==> src/two_wire_defines.svh <==
// Register map, reset values, status codes and timing for the two-wire master
`ifndef TWO_WIRE_DEFINES_SVH
`define TWO_WIRE_DEFINES_SVH

`define TW_ADDR_W 4
`define TW_IDX_CTRL 2'h0
`define TW_IDX_STAT 2'h1
`define TW_IDX_DATA 2'h2

`define TW_CTRL_RESET 8'h00
`define TW_STAT_PRESC_RESET 2'h0
`define TW_DATA_RESET 8'hff

// Status codes kept as bits 7:3, so 0x08 is 5'h01
`define TW_CODE_START 5'h01
`define TW_CODE_RSTART 5'h02
`define TW_CODE_ADDR_ACK 5'h03
`define TW_CODE_ADDR_NACK 5'h04
`define TW_CODE_DATA_ACK 5'h05
`define TW_CODE_DATA_NACK 5'h06
`define TW_CODE_LOST 5'h07
`define TW_CODE_RADDR_ACK 5'h08
`define TW_CODE_RADDR_NACK 5'h09
`define TW_CODE_NONE 5'h1f

`define TW_ACK_BIT 4'h8
`define TW_RESP_OKAY 2'h0
`define TW_RESP_SLVERR 2'h2

`define TW_CLK_NS 40
`define TW_HALF_NS 5000
`define TW_HALF_CYC ((`TW_HALF_NS + `TW_CLK_NS - 1) / `TW_CLK_NS)
`define TW_TMR_W 8

`endif

==> src/two_wire_pkg.sv <==
// Types shared by the two-wire master files
package two_wire_pkg;

	typedef struct packed {
		logic flag;
		logic ack_enable;
		logic start_request;
		logic stop_request;
		logic write_collision_flag;
		logic enable;
		logic unused;
		logic event_irq_enable;
	} link_ctrl_t;

	typedef enum logic [3:0] {
		ST_IDLE = 4'h0,
		ST_WAIT_FREE = 4'h1,
		ST_START = 4'h2,
		ST_HOLD = 4'h3,
		ST_BIT_LOW = 4'h4,
		ST_BIT_HIGH = 4'h5,
		ST_STOP_LOW = 4'h6,
		ST_STOP_HIGH = 4'h7,
		ST_STOP_END = 4'h8,
		ST_RS_LOW = 4'h9,
		ST_RS_HIGH = 4'ha
	} tw_state_t;

endpackage

==> src/sync_two_ff.sv <==
// Two-flop synchroniser for a pin level
`timescale 1ns/1ps
module sync_two_ff
(
	// Clock and reset
	input wire logic aclk,
	input wire logic aresetn,
	// Level in and out
	input wire logic din,
	output logic dout
);
	logic meta_reg;

	// Idle bus level is high
	always_ff @(posedge aclk)
	begin
		if (!aresetn)
		begin
			meta_reg <= 1'b1;
			dout <= 1'b1;
		end
		else
		begin
			meta_reg <= din;
			dout <= meta_reg;
		end
	end
endmodule

==> src/phase_timer.sv <==
// Down counter that times one bus phase
`timescale 1ns/1ps
module phase_timer
#(
	parameter int W = 8,
	parameter logic [W-1:0] LEN = 8'h01
)
(
	// Clock and reset
	input wire logic aclk,
	input wire logic aresetn,
	// Control
	input wire logic restart,
	output logic done
);
	logic [W-1:0] cnt_reg;

	// Plain compare: a restart term here would loop back through the caller's next state
	assign done = (cnt_reg == '0);

	always_ff @(posedge aclk)
	begin
		if (!aresetn)
			cnt_reg <= '0;
		else if (restart)
			cnt_reg <= LEN - 1'b1;
		else if (cnt_reg != '0)
			cnt_reg <= cnt_reg - 1'b1;
	end
endmodule

==> src/two_wire_master_transmitter.sv <==
// Two-wire master transmitter with AXI4-Lite register access
`timescale 1ns/1ps
`include "two_wire_defines.svh"
module two_wire_master_transmitter
(
	// Clock and reset
	input wire logic aclk,
	input wire logic aresetn,
	// AXI4-Lite write
	input wire logic [`TW_ADDR_W-1:0] s_axi_awaddr,
	input wire logic s_axi_awvalid,
	output logic s_axi_awready,
	input wire logic [31:0] s_axi_wdata,
	input wire logic [3:0] s_axi_wstrb,
	input wire logic s_axi_wvalid,
	output logic s_axi_wready,
	output logic [1:0] s_axi_bresp,
	output logic s_axi_bvalid,
	input wire logic s_axi_bready,
	// AXI4-Lite read
	input wire logic [`TW_ADDR_W-1:0] s_axi_araddr,
	input wire logic s_axi_arvalid,
	output logic s_axi_arready,
	output logic [31:0] s_axi_rdata,
	output logic [1:0] s_axi_rresp,
	output logic s_axi_rvalid,
	input wire logic s_axi_rready,
	// Bus pins, open drain
	input wire logic scl_i,
	output logic scl_o,
	output logic scl_oe,
	input wire logic sda_i,
	output logic sda_o,
	output logic sda_oe,
	// Mode to the rest of the unit
	output logic master_transmit_mode,
	output logic master_receive_mode
);
	two_wire_pkg::link_ctrl_t ctrl_reg, wd;
	two_wire_pkg::tw_state_t state_reg, state_next;
	logic aw_held_reg, w_held_reg, bvalid_reg, rvalid_reg;
	logic [`TW_ADDR_W-1:0] aw_addr_reg;
	logic [7:0] w_data_reg, data_reg, tx_reg, tx_next, rdata_reg;
	logic w_strb_reg;
	logic [1:0] bresp_reg, rresp_reg, presc_reg;
	logic [4:0] code_reg, code_next;
	logic [3:0] bit_cnt_reg, bit_cnt_next;
	logic scl_low_reg, sda_low_reg, scl_low_next, sda_low_next;
	logic lost_reg, lost_next, repeat_reg, repeat_next, pend_reg, pend_next;
	logic rd_dir_reg, rd_dir_next, is_addr_reg, is_addr_next;
	logic xmit_mode_reg, recv_mode_reg, xmit_mode_next, recv_mode_next;
	logic flag_set, stop_clr, busy_reg, scl_s, sda_s, scl_q, sda_q, tmr_done;

	sync_two_ff u_scl_sync (.aclk(aclk), .aresetn(aresetn), .din(scl_i), .dout(scl_s));
	sync_two_ff u_sda_sync (.aclk(aclk), .aresetn(aresetn), .din(sda_i), .dout(sda_s));

	// Register slave decode
	wire do_write = aw_held_reg && w_held_reg && !bvalid_reg;
	wire [1:0] wr_idx = aw_addr_reg[3:2];
	wire wr_mapped = (wr_idx != 2'h3);
	wire wr_ok = do_write && wr_mapped && w_strb_reg;
	wire ctrl_wr = wr_ok && (wr_idx == `TW_IDX_CTRL);
	wire stat_wr = wr_ok && (wr_idx == `TW_IDX_STAT);
	wire data_wr = wr_ok && (wr_idx == `TW_IDX_DATA);
	wire rd_take = s_axi_arvalid && s_axi_arready;
	wire [1:0] rd_idx = s_axi_araddr[3:2];
	wire rd_mapped = (rd_idx != 2'h3);
	wire [7:0] stat_val = {code_reg, 1'b0, presc_reg};
	wire [7:0] rd_mux = (rd_idx == `TW_IDX_CTRL) ? ctrl_reg :
		(rd_idx == `TW_IDX_STAT) ? stat_val :
		(rd_idx == `TW_IDX_DATA) ? data_reg : 8'h00;
	assign wd = w_data_reg;
	wire go = ctrl_wr && wd.flag && wd.enable;
	wire hold_go = go && (state_reg == two_wire_pkg::ST_HOLD) && ctrl_reg.flag;
	// Enable as it stands after this edge, so the write that sets it can also start
	wire en_now = ctrl_wr ? wd.enable : ctrl_reg.enable;

	assign s_axi_awready = !aw_held_reg && !bvalid_reg;
	assign s_axi_wready = !w_held_reg && !bvalid_reg;
	assign s_axi_bvalid = bvalid_reg;
	assign s_axi_bresp = bresp_reg;
	assign s_axi_arready = !rvalid_reg;
	assign s_axi_rvalid = rvalid_reg;
	assign s_axi_rresp = rresp_reg;
	assign s_axi_rdata = {24'h000000, rdata_reg};
	assign scl_o = 1'b0;
	assign sda_o = 1'b0;
	assign scl_oe = scl_low_reg;
	assign sda_oe = sda_low_reg;
	assign master_transmit_mode = xmit_mode_reg;
	assign master_receive_mode = recv_mode_reg;

	// Bus line watch
	wire start_det = scl_q && scl_s && sda_q && !sda_s;
	wire stop_det = scl_q && scl_s && !sda_q && sda_s;
	wire high_wait = (state_reg == two_wire_pkg::ST_BIT_HIGH) || (state_reg == two_wire_pkg::ST_STOP_HIGH) ||
		(state_reg == two_wire_pkg::ST_RS_HIGH);
	// Slave stretching holds the phase until the line is seen high
	wire tmr_restart = (state_next != state_reg) || (high_wait && !scl_s);
	wire ack_seen = !sda_s;
	wire bit_one = tx_reg[7];

	phase_timer #(.W(`TW_TMR_W), .LEN(`TW_TMR_W'(`TW_HALF_CYC))) u_timer
	(
		.aclk(aclk),
		.aresetn(aresetn),
		.restart(tmr_restart),
		.done(tmr_done)
	);

	always_comb
	begin
		state_next = state_reg;
		scl_low_next = scl_low_reg;
		sda_low_next = sda_low_reg;
		code_next = code_reg;
		tx_next = tx_reg;
		bit_cnt_next = bit_cnt_reg;
		lost_next = lost_reg;
		repeat_next = repeat_reg;
		pend_next = pend_reg;
		rd_dir_next = rd_dir_reg;
		is_addr_next = is_addr_reg;
		xmit_mode_next = xmit_mode_reg;
		recv_mode_next = recv_mode_reg;
		flag_set = 1'b0;
		stop_clr = 1'b0;
		unique case (state_reg)
			two_wire_pkg::ST_IDLE:
			begin
				scl_low_next = 1'b0;
				sda_low_next = 1'b0;
				if (go && wd.start_request && !wd.stop_request)
				begin
					state_next = two_wire_pkg::ST_WAIT_FREE;
					repeat_next = 1'b0;
				end
			end
			two_wire_pkg::ST_WAIT_FREE:
				if (!busy_reg && scl_s && sda_s)
					state_next = two_wire_pkg::ST_START;
			two_wire_pkg::ST_START:
			begin
				sda_low_next = 1'b1;
				if (tmr_done)
				begin
					state_next = two_wire_pkg::ST_HOLD;
					scl_low_next = 1'b1;
					flag_set = 1'b1;
					code_next = repeat_reg ? `TW_CODE_RSTART : `TW_CODE_START;
				end
			end
			two_wire_pkg::ST_HOLD:
				if (hold_go)
				begin
					if (lost_reg)
					begin
						lost_next = 1'b0;
						repeat_next = 1'b0;
						state_next = wd.start_request ? two_wire_pkg::ST_WAIT_FREE : two_wire_pkg::ST_IDLE;
					end
					else if (wd.stop_request)
					begin
						pend_next = wd.start_request;
						state_next = two_wire_pkg::ST_STOP_LOW;
					end
					else if (wd.start_request)
						state_next = two_wire_pkg::ST_RS_LOW;
					else
					begin
						state_next = two_wire_pkg::ST_BIT_LOW;
						tx_next = data_reg;
						bit_cnt_next = 4'h0;
						is_addr_next = (code_reg == `TW_CODE_START) || (code_reg == `TW_CODE_RSTART);
						if (is_addr_next)
							rd_dir_next = data_reg[0];
					end
				end
			two_wire_pkg::ST_BIT_LOW:
			begin
				scl_low_next = 1'b1;
				sda_low_next = (bit_cnt_reg == `TW_ACK_BIT) ? 1'b0 : !bit_one;
				if (tmr_done)
				begin
					state_next = two_wire_pkg::ST_BIT_HIGH;
					scl_low_next = 1'b0;
				end
			end
			two_wire_pkg::ST_BIT_HIGH:
				if (tmr_done)
				begin
					if (bit_cnt_reg != `TW_ACK_BIT && bit_one && !sda_s)
					begin
						state_next = two_wire_pkg::ST_HOLD;
						sda_low_next = 1'b0;
						lost_next = 1'b1;
						flag_set = 1'b1;
						code_next = `TW_CODE_LOST;
						xmit_mode_next = 1'b0;
					end
					else if (bit_cnt_reg != `TW_ACK_BIT)
					begin
						state_next = two_wire_pkg::ST_BIT_LOW;
						scl_low_next = 1'b1;
						tx_next = {tx_reg[6:0], 1'b1};
						bit_cnt_next = bit_cnt_reg + 4'h1;
					end
					else
					begin
						state_next = two_wire_pkg::ST_HOLD;
						scl_low_next = 1'b1;
						flag_set = 1'b1;
						if (is_addr_reg && rd_dir_reg)
						begin
							code_next = ack_seen ? `TW_CODE_RADDR_ACK : `TW_CODE_RADDR_NACK;
							xmit_mode_next = 1'b0;
							recv_mode_next = 1'b1;
						end
						else if (is_addr_reg)
						begin
							code_next = ack_seen ? `TW_CODE_ADDR_ACK : `TW_CODE_ADDR_NACK;
							xmit_mode_next = 1'b1;
							recv_mode_next = 1'b0;
						end
						else
							code_next = ack_seen ? `TW_CODE_DATA_ACK : `TW_CODE_DATA_NACK;
					end
				end
			two_wire_pkg::ST_STOP_LOW:
			begin
				sda_low_next = 1'b1;
				if (tmr_done)
				begin
					state_next = two_wire_pkg::ST_STOP_HIGH;
					scl_low_next = 1'b0;
				end
			end
			two_wire_pkg::ST_STOP_HIGH:
				if (tmr_done)
				begin
					state_next = two_wire_pkg::ST_STOP_END;
					sda_low_next = 1'b0;
				end
			two_wire_pkg::ST_STOP_END:
				if (tmr_done)
				begin
					stop_clr = 1'b1;
					xmit_mode_next = 1'b0;
					recv_mode_next = 1'b0;
					pend_next = 1'b0;
					repeat_next = 1'b0;
					code_next = `TW_CODE_NONE;
					state_next = pend_reg ? two_wire_pkg::ST_WAIT_FREE : two_wire_pkg::ST_IDLE;
				end
			two_wire_pkg::ST_RS_LOW:
			begin
				sda_low_next = 1'b0;
				if (tmr_done)
				begin
					state_next = two_wire_pkg::ST_RS_HIGH;
					scl_low_next = 1'b0;
				end
			end
			two_wire_pkg::ST_RS_HIGH:
				if (tmr_done)
				begin
					state_next = two_wire_pkg::ST_START;
					repeat_next = 1'b1;
				end
			default:
				state_next = two_wire_pkg::ST_IDLE;
		endcase
		// Disable drops the bus at once
		if (!en_now)
		begin
			state_next = two_wire_pkg::ST_IDLE;
			scl_low_next = 1'b0;
			sda_low_next = 1'b0;
			xmit_mode_next = 1'b0;
			recv_mode_next = 1'b0;
			lost_next = 1'b0;
		end
	end

	always_ff @(posedge aclk)
	begin
		if (!aresetn)
		begin
			state_reg <= two_wire_pkg::ST_IDLE;
			scl_low_reg <= 1'b0;
			sda_low_reg <= 1'b0;
			code_reg <= `TW_CODE_NONE;
			tx_reg <= 8'h00;
			bit_cnt_reg <= 4'h0;
			{lost_reg, repeat_reg, pend_reg, rd_dir_reg, is_addr_reg, xmit_mode_reg, recv_mode_reg} <= 7'h00;
			{scl_q, sda_q, busy_reg} <= 3'h6;
		end
		else
		begin
			state_reg <= state_next;
			scl_low_reg <= scl_low_next;
			sda_low_reg <= sda_low_next;
			code_reg <= code_next;
			tx_reg <= tx_next;
			bit_cnt_reg <= bit_cnt_next;
			{lost_reg, repeat_reg, pend_reg} <= {lost_next, repeat_next, pend_next};
			{rd_dir_reg, is_addr_reg, xmit_mode_reg, recv_mode_reg} <= {rd_dir_next, is_addr_next, xmit_mode_next,
				recv_mode_next};
			{scl_q, sda_q} <= {scl_s, sda_s};
			busy_reg <= start_det ? 1'b1 : (stop_det ? 1'b0 : busy_reg);
		end
	end

	// Control, status and data registers
	always_ff @(posedge aclk)
	begin
		if (!aresetn)
		begin
			ctrl_reg <= `TW_CTRL_RESET;
			data_reg <= `TW_DATA_RESET;
			presc_reg <= `TW_STAT_PRESC_RESET;
		end
		else
		begin
			ctrl_reg.flag <= flag_set || (ctrl_reg.flag && !(ctrl_wr && wd.flag));
			if (ctrl_wr)
			begin
				ctrl_reg.ack_enable <= wd.ack_enable;
				ctrl_reg.start_request <= wd.start_request;
				ctrl_reg.enable <= wd.enable;
				ctrl_reg.event_irq_enable <= wd.event_irq_enable;
			end
			// a fresh write beats the self clear
			ctrl_reg.stop_request <= ctrl_wr ? wd.stop_request : (ctrl_reg.stop_request && !stop_clr);
			if (data_wr)
				ctrl_reg.write_collision_flag <= !ctrl_reg.flag;
			if (data_wr && ctrl_reg.flag)
				data_reg <= w_data_reg;
			if (stat_wr)
				presc_reg <= w_data_reg[1:0];
		end
	end

	// AXI4-Lite handshakes
	always_ff @(posedge aclk)
	begin
		if (!aresetn)
		begin
			{aw_held_reg, w_held_reg, bvalid_reg, rvalid_reg, w_strb_reg} <= 5'h00;
			aw_addr_reg <= '0;
			w_data_reg <= 8'h00;
			{bresp_reg, rresp_reg} <= 4'h0;
			rdata_reg <= 8'h00;
		end
		else
		begin
			if (s_axi_awvalid && s_axi_awready)
				{aw_held_reg, aw_addr_reg} <= {1'b1, s_axi_awaddr};
			if (s_axi_wvalid && s_axi_wready)
				{w_held_reg, w_data_reg, w_strb_reg} <= {1'b1, s_axi_wdata[7:0], s_axi_wstrb[0]};
			if (do_write)
			begin
				{aw_held_reg, w_held_reg, bvalid_reg} <= 3'h1;
				bresp_reg <= wr_mapped ? `TW_RESP_OKAY : `TW_RESP_SLVERR;
			end
			else if (bvalid_reg && s_axi_bready)
				bvalid_reg <= 1'b0;
			if (rd_take)
			begin
				rvalid_reg <= 1'b1;
				rdata_reg <= rd_mux;
				rresp_reg <= rd_mapped ? `TW_RESP_OKAY : `TW_RESP_SLVERR;
			end
			else if (rvalid_reg && s_axi_rready)
				rvalid_reg <= 1'b0;
		end
	end
endmodule

==> config.mk <==
export PLATFORM = sky130hd
export DESIGN_NAME = two_wire_master_transmitter
export DESIGN_NICKNAME = d
export VERILOG_FILES = /design/src/two_wire_pkg.sv /design/src/sync_two_ff.sv /design/src/phase_timer.sv /design/src/two_wire_master_transmitter.sv
export VERILOG_INCLUDE_DIRS = /design/src /design/src/src
export SDC_FILE = /design/constraint.sdc
export NUM_CORES = 1
export LEC_CHECK = 0
export BUFFER_PORTS_ARGS = -buffer_cell sky130_fd_sc_hd__buf_2
export CAP_MARGIN = 0
export CELL_PAD_IN_SITES_DETAIL_PLACEMENT = 1
export CELL_PAD_IN_SITES_GLOBAL_PLACEMENT = 1
export CORE_ASPECT_RATIO = 1.25
export CORE_MARGIN = 3
export CORE_UTILIZATION = 30
export CTS_CLUSTER_SIZE = 20
export DETAILED_ROUTE_END_ITERATION = 10
export GPL_ROUTABILITY_DRIVEN = 0
export PLACE_DENSITY_LB_ADDON = 0.1
export SLEW_MARGIN = 15
export SYNTH_ARGS = -nofsm -noshare
export SYNTH_HDL_FRONTEND = slang
export SYNTH_SLANG_ARGS = --single-unit
export TNS_END_PERCENT = 5
==> constraint.sdc <==
create_clock -name aclk -period 6.8 [get_ports aclk]
set_input_delay 1.36 -clock aclk [delete_from_list [all_inputs] [get_ports aclk]]
set_output_delay 1.36 -clock aclk [all_outputs]
set_load 0.02 [all_outputs]
-- Word level (Yosys, flattened, before mapping)
Cells that the tools add are included.
- register bits after elaboration: 91
- input bits: 53
- word-level logic and storage cells: 276
- $add $sub $neg: 2
- eq/ne operators: 41
- mux-type cells: 103
- bitwise logic cells: 4
- reductions and logical operators: 85
- operators by type and width (kind ; number):
    4-bit 2-to-1 mux ; 23
    8-bit 2-to-1 mux ; 10
    4-bit one-hot mux with 11 select lines ; 1
    1-bit 2-to-1 mux ; 43
    1-bit logical AND ; 34
    2-bit inequality test, second input constant ; 16
    5-bit 2-to-1 mux ; 5
    5-bit AND reduction ; 5
    6-bit AND reduction ; 3
    4-bit by 3-bit == test with 1-bit output, second input constant ; 4
    4-bit == test, second input constant ; 4
    8-bit one-hot mux with 2 select lines ; 1
    5-bit one-hot mux with 3 select lines ; 1
    7-bit 2-to-1 mux ; 2
    2-bit nonzero test ; 7
    1-bit logical NOT ; 13
    3-bit 2-to-1 mux ; 4
    1-bit one-hot mux with 2 select lines ; 5
    1-bit one-hot mux with 5 select lines ; 2
    5-bit nonzero test ; 2
    2-bit OR reduction ; 5
    4-bit by 2-bit == test with 1-bit output, second input constant ; 2
    8-bit logical NOT ; 1
    2-bit 2-to-1 mux ; 4
    24 further kinds ; 38

-- Depth between registers and ports, before layout
Gate-level depths: netlist of the first run.
- word-level depth: 15
- depth in mapped cells: 10
- depth with buffers taken out: 8

-- Hierarchy
A second synthesis of the first run with hierarchy kept.
- cell total of the unflattened synthesis: 569
- area, all modules: 4654.5 um2
- by module, submodules not included (module ; instances ; cells an instance ; area an instance (um2) ; sequential area each (um2)):
    two_wire_master_transmitter ; 1 ; 509 ; 4105.2 ; 1501.4
    phase_timer ; 1 ; 52 ; 444.2 ; 160.2
    sync_two_ff ; 2 ; 4 ; 52.6 ; 40.0

-- Worst setup path after synthesis of the first run
No wires, ideal clock.
- path kind: input-to-reg
- start: input port s_axi_araddr[2]
- end: register rdata_reg[0]
- setup time: 0.132 ns
- arrival: 2.246 ns
- required time: 6.668 ns
- path slack: 4.422 ns
- stages on the path: 5
- path buffers: 2
- cell sequence: clkbuf_1 nor2b_1 clkbuf_1 a211oi_1 nor3_1
- word-level cells in the longest chain between the ends: 4
- elaborated cells between the ends (all ways): 6
- RTL lines (item ; RTL line ; source):
    start, declared ; two_wire_master_transmitter.sv:21 ; input wire logic [`TW_ADDR_W-1:0] s_axi_araddr,
    2-bit == test (no line) ; - ;
    8-bit 2-to-1 mux ; two_wire_master_transmitter.sv:71 ; (rd_idx == `TW_IDX_DATA) ? data_reg : 8'h00;
    8-bit 2-to-1 mux ; two_wire_master_transmitter.sv:70 ; (rd_idx == `TW_IDX_STAT) ? stat_val :
    8-bit 2-to-1 mux * ; two_wire_master_transmitter.sv:69 ; wire [7:0] rd_mux = (rd_idx == `TW_IDX_CTRL) ? ctrl_reg :
    end signal, assigned ; two_wire_master_transmitter.sv:371 ; rdata_reg <= rd_mux;
    end, declared ; two_wire_master_transmitter.sv:43 ; logic [7:0] w_data_reg, data_reg, tx_reg, tx_next, rdata_reg;
Mark *: on every way between the ends. The rest lies on a longest branch, timed or not.
A chain may end at the register's enable or synchronous reset.

-- Worst setup path after layout of the first run
- start: register state_reg[1]
- end: register tx_reg[3]
- word-level cells in the longest chain between the ends: 5
- elaborated cells between the ends (all ways): 14
- RTL lines (item ; RTL line ; source):
    start, declared ; two_wire_master_transmitter.sv:40 ; two_wire_pkg::tw_state_t state_reg, state_next;
    start signal, assigned ; two_wire_master_transmitter.sv:289 ; state_reg <= two_wire_pkg::ST_IDLE;
    start signal, assigned ; two_wire_master_transmitter.sv:300 ; state_reg <= state_next;
    4-bit by 2-bit == test with 1-bit output ; two_wire_master_transmitter.sv:74, two_wire_master_transmitter.sv:128 ;
    1-bit logical AND (2 in series) ; two_wire_master_transmitter.sv:74 ; wire hold_go = go && (state_reg == two_wire_pkg::ST_HOLD) && ctrl_reg.flag;
    2-bit inequality test (no line) ; - ;
    8-bit AND reduction (no line) ; - ;
    end signal, assigned ; two_wire_master_transmitter.sv:304 ; tx_reg <= tx_next;
    end, declared ; two_wire_master_transmitter.sv:43 ;
Several ways; a longest one is shown, not always the timed one.

==> results of run 1 <==
per-stage QoR:
| stage | std cells | total power [uW] | instance area [um2] | hold WS (ns) |
|---|---|---|---|---|
| 2_1_floorplan | 599 | 800.0 | 4708 | 0.3863 |
| 3_3_place_gp | 765 | 857.6 | 4813 | 0.3934 |
| 3_5_place_dp | 765 | 864.4 | 4813 | 0.3963 |
| 4_1_cts | 780 | 1343 | 5086 | 0.4155 |
| 5_1_grt | 780 | 1392 | 5086 | 0.4252 |
| 6_report | 780 | 1320 | 5086 | 0.4100 |
per-layer routing:
layer / track usage, % / up-vias / share of wire, % / wire length, um
li1: - / 2008 / - / -
met1: 20.66 / 1993 / 43 / 5993
met2: 30.06 / 83 / 52 / 7109
met3: 2.428 / 21 / 3.2 / 443
met4: 5.676 / 0 / 1.8 / 249
met5: 0 / - / 0 / 0
area by class of cell:
type                       count  area (um2)
clock buffer                  11       242.7
clock inverter                 4       30.03
fill                        1794        9928
inverter                      12       45.04
multi-input combinational    440        2569
sequential                    87        1742
tap                          182       227.7
timing repair buffer          44       230.2
power breakdown:
part | switching [uW] | leakage (uW) | internal [uW]
clock network | 213 | 0.000132 | 258
registers | 32.2 | 0.000709 | 539
logic | 174 | 0.00120 | 102
total | 419 | 0.00204 | 900
kinds of logic after synthesis:
group           count (synthesis)
compound gates                129
xor+xnor                        6
fa+ha+maj                       4
buf+inv                        72
flops                          87
mux                            26
other cells                     1
simple gates                  247
path summary, 6_finish.rpt:
kind	from	to	slack, ns
max	state_reg[1]$_SDFF_PN0_	tx_reg[3]$_SDFFE_PN0P_	3.67
min	u_scl_sync.meta_reg$_SDFF_PN1_	u_scl_sync.dout$_SDFF_PN1_	0.41
max reg2reg	state_reg[1]$_SDFF_PN0_	tx_reg[3]$_SDFFE_PN0P_	3.67
min reg2reg	u_scl_sync.meta_reg$_SDFF_PN1_	u_scl_sync.dout$_SDFF_PN1_	0.41
cell usage in the layout, fill, tap and decap left out, drive strengths merged, types with 3 or more instances in the layout:
master  synthesis  routed
nand2          91      91
dfxtp          87      87
nor2           53      53
buf            38      44
a21oi          39      39
conb            1      28
mux2i          26      26
o21ai          22      22
nor3           19      19
nand3          18      18
nand2b         15      15
inv            10      12
clkbuf         22      11
a31oi          10      10
a211oi          9       9
nor2b           9       9
a311oi          7       7
a21boi          7       7
o21a            6       6
nor4            5       5
o31ai           5       5
xnor2           5       5
and2            5       5
nand4           5       5
ha              4       4
nor3b           4       4
o22ai           3       3
nand3b          3       3
and3            3       3
clkinv          2       3
==> run_summary.xml, run 1 <==
<?xml version="1.0" encoding="UTF-8"?>
<metrics>
  <group name="yosys">
    <metric name="synth.ff_latch_count" unit="">87</metric>
    <metric name="synthDistinctLibCells" unit="">69</metric>
    <metric name="synth_xor_xnor_area_share" unit="%">1.141</metric>
    <metric name="most_frequent_cell_after_synthesis" unit="">sky130_fd_sc_hd__nand2_1</metric>
    <metric name="yosysTopAreaCell" unit="">sky130_fd_sc_hd__dfxtp_1</metric>
    <metric name="synth_fa_ha_area_share" unit="%">1.086</metric>
    <metric name="postSynthAreaPerCell" unit="um2">8.054</metric>
    <metric name="yosysSeqAreaShare" unit="%">37.81</metric>
    <metric name="dominant_combinational_cell_family_by_area_after_synthesis" unit="">simple AND/OR/NAND/NOR gates</metric>
    <metric name="netlist_instances" unit="">572</metric>
    <metric name="synthTopCellsByArea" unit="">sky130_fd_sc_hd__dfxtp_1 (38%), sky130_fd_sc_hd__nand2_1 (7.4%), sky130_fd_sc_hd__mux2i_1 (5.6%)</metric>
    <metric name="synth_largest_type_area_fraction" unit="%">37.81</metric>
    <metric name="post_synthesis_compound_gate_area_fraction" unit="%">18.82</metric>
    <metric name="synth_top_cells_by_count" unit="">sky130_fd_sc_hd__nand2_1 (91), sky130_fd_sc_hd__dfxtp_1 (87), sky130_fd_sc_hd__nor2_1 (52)</metric>
    <metric name="synth_enable_flop_cells" unit="">0</metric>
    <metric name="post_synth_and_or_nand_nor_area_fraction" unit="%">26.78</metric>
    <metric name="syn-cell-area" unit="um2">4607</metric>
    <metric name="synth-async-reset-ratio" unit="%">0</metric>
    <metric name="synth.area.mux_share" unit="%">5.649</metric>
    <metric name="yosysWarnings" unit="">0</metric>
    <metric name="postSynth.topFlopCell" unit="">sky130_fd_sc_hd__dfxtp_1</metric>
  </group>
  <group name="timing">
    <metric name="fmaxAchievable" unit="MHz">319.1</metric>
    <metric name="portion_of_the_clock_cycle_consumed_by_the_worst_path_in_the_final_layout" unit="%">46.08</metric>
    <metric name="worst_margin_pin_slew" unit="ns">0.7561</metric>
    <metric name="fin_setup_tns" unit="ns">0</metric>
    <metric name="finalCriticalPeriod" unit="ns">3.134</metric>
    <metric name="setup_slack" unit="ns">3.666</metric>
    <metric name="unrepaired_setup_endpoints_after_global_routing" unit="">no</metric>
    <metric name="timing_hold_violations_final" unit="">0</metric>
    <metric name="finalClockSkew" unit="ns">0.008780</metric>
    <metric name="worst_slew_margin_rel" unit="%">49.52</metric>
    <metric name="setup_viol" unit="">0</metric>
    <metric name="report.final.slew_viol_count" unit="">0</metric>
  </group>
  <group name="power">
    <metric name="power_density" unit="nW/um2">259.4</metric>
    <metric name="leakagePower" unit="uW">0.002038</metric>
    <metric name="worst_case_vdd_ir_drop" unit="V">0.0001046</metric>
  </group>
  <group name="grt">
    <metric name="grt_start_max_net_pins" unit="">39</metric>
    <metric name="grt_util_all_layers" unit="%">16.89</metric>
    <metric name="number_of_antenna_violations_at_the_first_check_in_global_routing" unit="">0</metric>
    <metric name="gr-total-overflow" unit="">0</metric>
    <metric name="grt_pass1_wl" unit="um">22440</metric>
    <metric name="first_global_vias" unit="">4287</metric>
  </group>
  <group name="route">
    <metric name="drc_errors" unit="">0</metric>
    <metric name="routed_via_density" unit="">5.263</metric>
    <metric name="initial_drc_count" unit="">137</metric>
    <metric name="dr.pass1.iters" unit="">4</metric>
    <metric name="route.vias.total" unit="">4105</metric>
    <metric name="drt-total-wl" unit="um">13800</metric>
    <metric name="antenna_violating_nets_post_route" unit="">0</metric>
    <metric name="wire_per_inst" unit="um">17.69</metric>
  </group>
  <group name="layout">
    <metric name="diodes" unit="">0</metric>
    <metric name="area.growth.synth_to_final" unit="%">10.40</metric>
    <metric name="final_core_utilization" unit="%">33.88</metric>
    <metric name="fin_nets" unit="">651</metric>
    <metric name="final_layout_size_suffix_gt1_share" unit="%">12.04</metric>
  </group>
  <group name="worst_setup_path">
    <metric name="reg2regPathDepth" unit="">6</metric>
    <metric name="cp-start-kind" unit="">flip-flop</metric>
    <metric name="worst_path_max_delay_cell" unit="">sky130_fd_sc_hd__dfxtp_1</metric>
    <metric name="critPathTopFamily" unit="">simple AND/OR/NAND/NOR gates</metric>
    <metric name="buf_inv_stages_crit_path" unit="">0</metric>
    <metric name="crit_required" unit="ns">7.05</metric>
    <metric name="number_of_stages_on_the_worst_setup_path" unit="">6</metric>
    <metric name="crit_chain" unit="">nand4bb_1 -&gt; nor4_1 -&gt; a21oi_1 -&gt; nor2_2 -&gt; nor2_1 -&gt; a311oi_1</metric>
    <metric name="critPathMaxStageDelay" unit="ns">0.81</metric>
    <metric name="cp_max_fo" unit="">21</metric>
    <metric name="timing.critical_path.arrival" unit="ns">3.38</metric>
    <metric name="worst-setup-path-type" unit="">flip-flop to flip-flop</metric>
    <metric name="crit_path_end_kind" unit="">flip-flop</metric>
  </group>
  <group name="floorplan">
    <metric name="number_of_placement_rows" unit="">50</metric>
    <metric name="die_width" unit="um">116.8</metric>
    <metric name="initial_core_util" unit="%">30.68</metric>
    <metric name="core_region_area" unit="um2">15010</metric>
    <metric name="die-height" unit="um">144.6</metric>
    <metric name="i_o_pin_count" unit="">100</metric>
    <metric name="dieArea" unit="um2">16890</metric>
  </group>
  <group name="status">
    <metric name="run_status" unit="">finished, final reports clean</metric>
  </group>
  <group name="place">
    <metric name="place_ws" unit="ns">3.631</metric>
    <metric name="placement.io_buffers" unit="">40</metric>
    <metric name="dp.final_hpwl" unit="um">10210</metric>
  </group>
  <group name="clocking">
    <metric name="cts.htree.levels" unit="">3</metric>
    <metric name="post_cts_resized" unit="">0</metric>
    <metric name="clock_sink_count" unit="">87</metric>
    <metric name="tritoncts.num_buffers" unit="">9</metric>
    <metric name="post_cts_hold_buffer_count" unit="">0</metric>
    <metric name="tritoncts" unit="">done</metric>
    <metric name="cts.clk_slew.worst_paths" unit="ns">0.07</metric>
    <metric name="cts_post_setup_buffers_inserted" unit="">0</metric>
    <metric name="clk-insertion-delay-late" unit="ns">0.34</metric>
    <metric name="clockBufferDepth" unit="">2</metric>
    <metric name="ctsRootBufferMaster" unit="">sky130_fd_sc_hd__clkbuf_16</metric>
  </group>
  <group name="worst_hold_path">
    <metric name="min_path_type" unit="">flip-flop to flip-flop</metric>
    <metric name="hold-path-cell-count" unit="">1</metric>
  </group>
  <group name="run">
    <metric name="cap_violations" unit="">0</metric>
  </group>
</metrics>
(Power assumes the default switching activity.)
==> run 2: changes to the inputs <==
clock period = 3 ns   (was 6.8 ns; I/O delays follow)
==> run_summary.xml, run 2 (synthesized netlist as in run 1, its figures left out) <==
<?xml version="1.0" encoding="UTF-8"?>
<metrics>
  <group name="grt">
    <metric name="global_route.usage.met1" unit="%">21.14</metric>
    <metric name="gr-usage-met3" unit="%">2.972</metric>
    <metric name="gr-total-overflow" unit="">0</metric>
    <metric name="top_usage_layer" unit="">met2</metric>
    <metric name="grt_start_max_net_pins" unit="">36</metric>
    <metric name="first_global_vias" unit="">4315</metric>
    <metric name="grt_pass1_wl" unit="um">22680</metric>
    <metric name="number_of_antenna_violations_at_the_first_check_in_global_routing" unit="">0</metric>
    <metric name="use_met2" unit="%">30.27</metric>
    <metric name="grt_util_all_layers" unit="%">17.19</metric>
  </group>
  <group name="floorplan">
    <metric name="die-height" unit="um">144.6</metric>
    <metric name="die_width" unit="um">116.8</metric>
    <metric name="core_region_area" unit="um2">15010</metric>
    <metric name="initial_core_util" unit="%">30.68</metric>
    <metric name="i_o_pin_count" unit="">100</metric>
    <metric name="number_of_placement_rows" unit="">50</metric>
    <metric name="dieArea" unit="um2">16890</metric>
  </group>
  <group name="timing">
    <metric name="fmaxAchievable" unit="MHz">379.1</metric>
    <metric name="portion_of_the_clock_cycle_consumed_by_the_worst_path_in_the_final_layout" unit="%">87.93</metric>
    <metric name="finalClockSkew" unit="ns">0.01214</metric>
    <metric name="worst_hold_slack" unit="ns">0.4129</metric>
    <metric name="setup_viol" unit="">0</metric>
    <metric name="worst_margin_pin_slew" unit="ns">0.7656</metric>
    <metric name="unrepaired_setup_endpoints_after_global_routing" unit="">no</metric>
    <metric name="worst_slew_margin_rel" unit="%">48.57</metric>
    <metric name="timing_hold_violations_final" unit="">0</metric>
    <metric name="report.final.slew_viol_count" unit="">0</metric>
    <metric name="finalCriticalPeriod" unit="ns">2.638</metric>
    <metric name="fin_setup_tns" unit="ns">0</metric>
  </group>
  <group name="layout">
    <metric name="fillerInstances" unit="">1827</metric>
    <metric name="design_area_final" unit="um2">5229</metric>
    <metric name="fin_cells" unit="">799</metric>
    <metric name="fin_nets" unit="">670</metric>
    <metric name="final_layout_size_suffix_gt1_share" unit="%">14.75</metric>
    <metric name="mostFrequentLayoutCells" unit="">sky130_fd_sc_hd__nand2_1 (91), sky130_fd_sc_hd__dfxtp_1 (87), sky130_fd_sc_hd__nor2_1 (52)</metric>
    <metric name="area_taken_by_flip_flops_and_latches" unit="um2">1742</metric>
    <metric name="multiInputGateArea" unit="um2">2569</metric>
    <metric name="final_common_cell" unit="">sky130_fd_sc_hd__nand2_1</metric>
    <metric name="diodes" unit="">0</metric>
    <metric name="area.growth.synth_to_final" unit="%">13.50</metric>
  </group>
  <group name="power">
    <metric name="worst_case_vdd_ir_drop" unit="V">0.0002096</metric>
    <metric name="power.combinational.fraction" unit="%">22.1</metric>
    <metric name="internal_power" unit="uW">2075</metric>
    <metric name="p_sw" unit="uW">971.0</metric>
    <metric name="pwr-share-clk" unit="%">35.4</metric>
    <metric name="power_density" unit="nW/um2">582.6</metric>
    <metric name="leakagePower" unit="uW">0.002133</metric>
    <metric name="switching_share" unit="%">31.88</metric>
    <metric name="pwr-share-seq" unit="%">42.5</metric>
  </group>
  <group name="clocking">
    <metric name="cts_post_setup_buffers_inserted" unit="">0</metric>
    <metric name="cts.clk_slew.worst_paths" unit="ns">0.07</metric>
    <metric name="clockBufferDepth" unit="">2</metric>
    <metric name="cts.htree.levels" unit="">3</metric>
    <metric name="post_cts_resized" unit="">0</metric>
    <metric name="ctsRootBufferMaster" unit="">sky130_fd_sc_hd__clkbuf_16</metric>
    <metric name="clk-insertion-delay-late" unit="ns">0.35</metric>
    <metric name="clock_sink_count" unit="">87</metric>
    <metric name="post_cts_hold_buffer_count" unit="">0</metric>
    <metric name="tritoncts" unit="">done</metric>
    <metric name="tritoncts.num_buffers" unit="">9</metric>
  </group>
  <group name="route">
    <metric name="routed_via_density" unit="">5.154</metric>
    <metric name="drc_errors" unit="">0</metric>
    <metric name="wire_per_inst" unit="um">17.45</metric>
    <metric name="route.vias.total" unit="">4118</metric>
    <metric name="antenna_violating_nets_post_route" unit="">0</metric>
    <metric name="dr.pass1.iters" unit="">4</metric>
    <metric name="initial_drc_count" unit="">154</metric>
    <metric name="drt-total-wl" unit="um">13950</metric>
  </group>
  <group name="worst_setup_path">
    <metric name="cp-start-kind" unit="">flip-flop</metric>
    <metric name="reg2reg_slack" unit="ns">0.36</metric>
    <metric name="worst-setup-path-type" unit="">flip-flop to flip-flop</metric>
    <metric name="crit_required" unit="ns">3.24</metric>
    <metric name="timing.critical_path.arrival" unit="ns">2.88</metric>
    <metric name="cp_max_fo" unit="">18</metric>
    <metric name="reg2regPathDepth" unit="">6</metric>
    <metric name="crit_path_end_kind" unit="">flip-flop</metric>
    <metric name="r2r-end" unit="">u_timer.cnt_reg[1]$_SDFFE_PP0N_</metric>
    <metric name="timing.rr.start" unit="">state_reg[3]$_SDFF_PN0_</metric>
  </group>
  <group name="worst_hold_path">
    <metric name="hold-path-cell-count" unit="">1</metric>
    <metric name="hold_path_startpoint" unit="">u_scl_sync.meta_reg$_SDFF_PN1_</metric>
    <metric name="min_path_type" unit="">flip-flop to flip-flop</metric>
    <metric name="hold_path_end" unit="">u_scl_sync.dout$_SDFF_PN1_</metric>
  </group>
  <group name="place">
    <metric name="placement.cell_area" unit="um2">4956</metric>
    <metric name="dp.final_hpwl" unit="um">10350</metric>
    <metric name="dpl.cell_count" unit="">784</metric>
    <metric name="placement.io_buffers" unit="">40</metric>
  </group>
  <group name="run">
    <metric name="cap_violations" unit="">0</metric>
  </group>
  <group name="status">
    <metric name="run_status" unit="">finished, final reports clean</metric>
  </group>
</metrics>
==> run 2: cell types whose count changed in the layout (fill, tap and decap cells not counted), sizes merged <==
| cell | previous run | this run |
|---|---|---|
| buf | 44 | 63 |
==> run 2: critical path, cell delays in order, from the launching register on <==
cell                        delay (ns)
sky130_fd_sc_hd__dfxtp_1          0.76
sky130_fd_sc_hd__nor4bb_1         0.24
sky130_fd_sc_hd__a32oi_1          0.24
sky130_fd_sc_hd__o211ai_1         0.19
sky130_fd_sc_hd__o311ai_1         0.48
sky130_fd_sc_hd__nand4_4          0.25
sky130_fd_sc_hd__a2111oi_4        0.36
==> run 2: stage by stage <==
stage,power (uW),utilization [%],setup slack (ns)
floorplan,1813,-,0.6649
global placement,1982,33.01,0.4275
detailed placement,2002,33.01,0.3855
CTS,3098,34.83,0.3493
global route,3209,34.83,0.1597
finish,3046,34.83,0.3620
==> run 2: worst max-delay path by stage <==
stage	from	to	slack (ns)	cells past startpoint
after global placement	state_reg[3]$_SDFF_PN0_	u_timer.cnt_reg[1]$_SDFFE_PP0N_	0.43	6
final	state_reg[3]$_SDFF_PN0_	u_timer.cnt_reg[1]$_SDFFE_PP0N_	0.36	6
after floorplan	u_timer.cnt_reg[0]$_SDFFE_PP0N_	u_timer.cnt_reg[1]$_SDFFE_PP0N_	0.66	8
after detailed placement	u_timer.cnt_reg[0]$_SDFFE_PP0N_	u_timer.cnt_reg[1]$_SDFFE_PP0N_	0.39	8
after CTS	u_timer.cnt_reg[0]$_SDFFE_PP0N_	u_timer.cnt_reg[1]$_SDFFE_PP0N_	0.35	8
after global routing	state_reg[3]$_SDFF_PN0_	u_timer.cnt_reg[1]$_SDFFE_PP0N_	0.16	6
==> run 2: power groups by stage <==
stage                     logic, uW  registers, uW  clock network [uW]
after global placement          666           1320                   0
after CTS                       684           1290                1120
after global routing            744           1310                1160
final                           674           1290                1080
after floorplan                 502           1310                   0
after detailed placement        681           1320                   0
==> run 2: layer usage <==
metal | wire length, um | part of all wire [%]
met5 | 0 | 0
met4 | 265 | 1.9
met3 | 411 | 2.9
met2 | 7036 | 50
met1 | 6232 | 45
==> run 2: final cells by class <==
class	count	area share (%)
clock inverter	4	0.5743
multi-input combinational	440	49.13
clock buffer	11	4.642
tap	182	4.355
sequential	87	33.31
inverter	12	0.8615
timing repair buffer	63	7.131
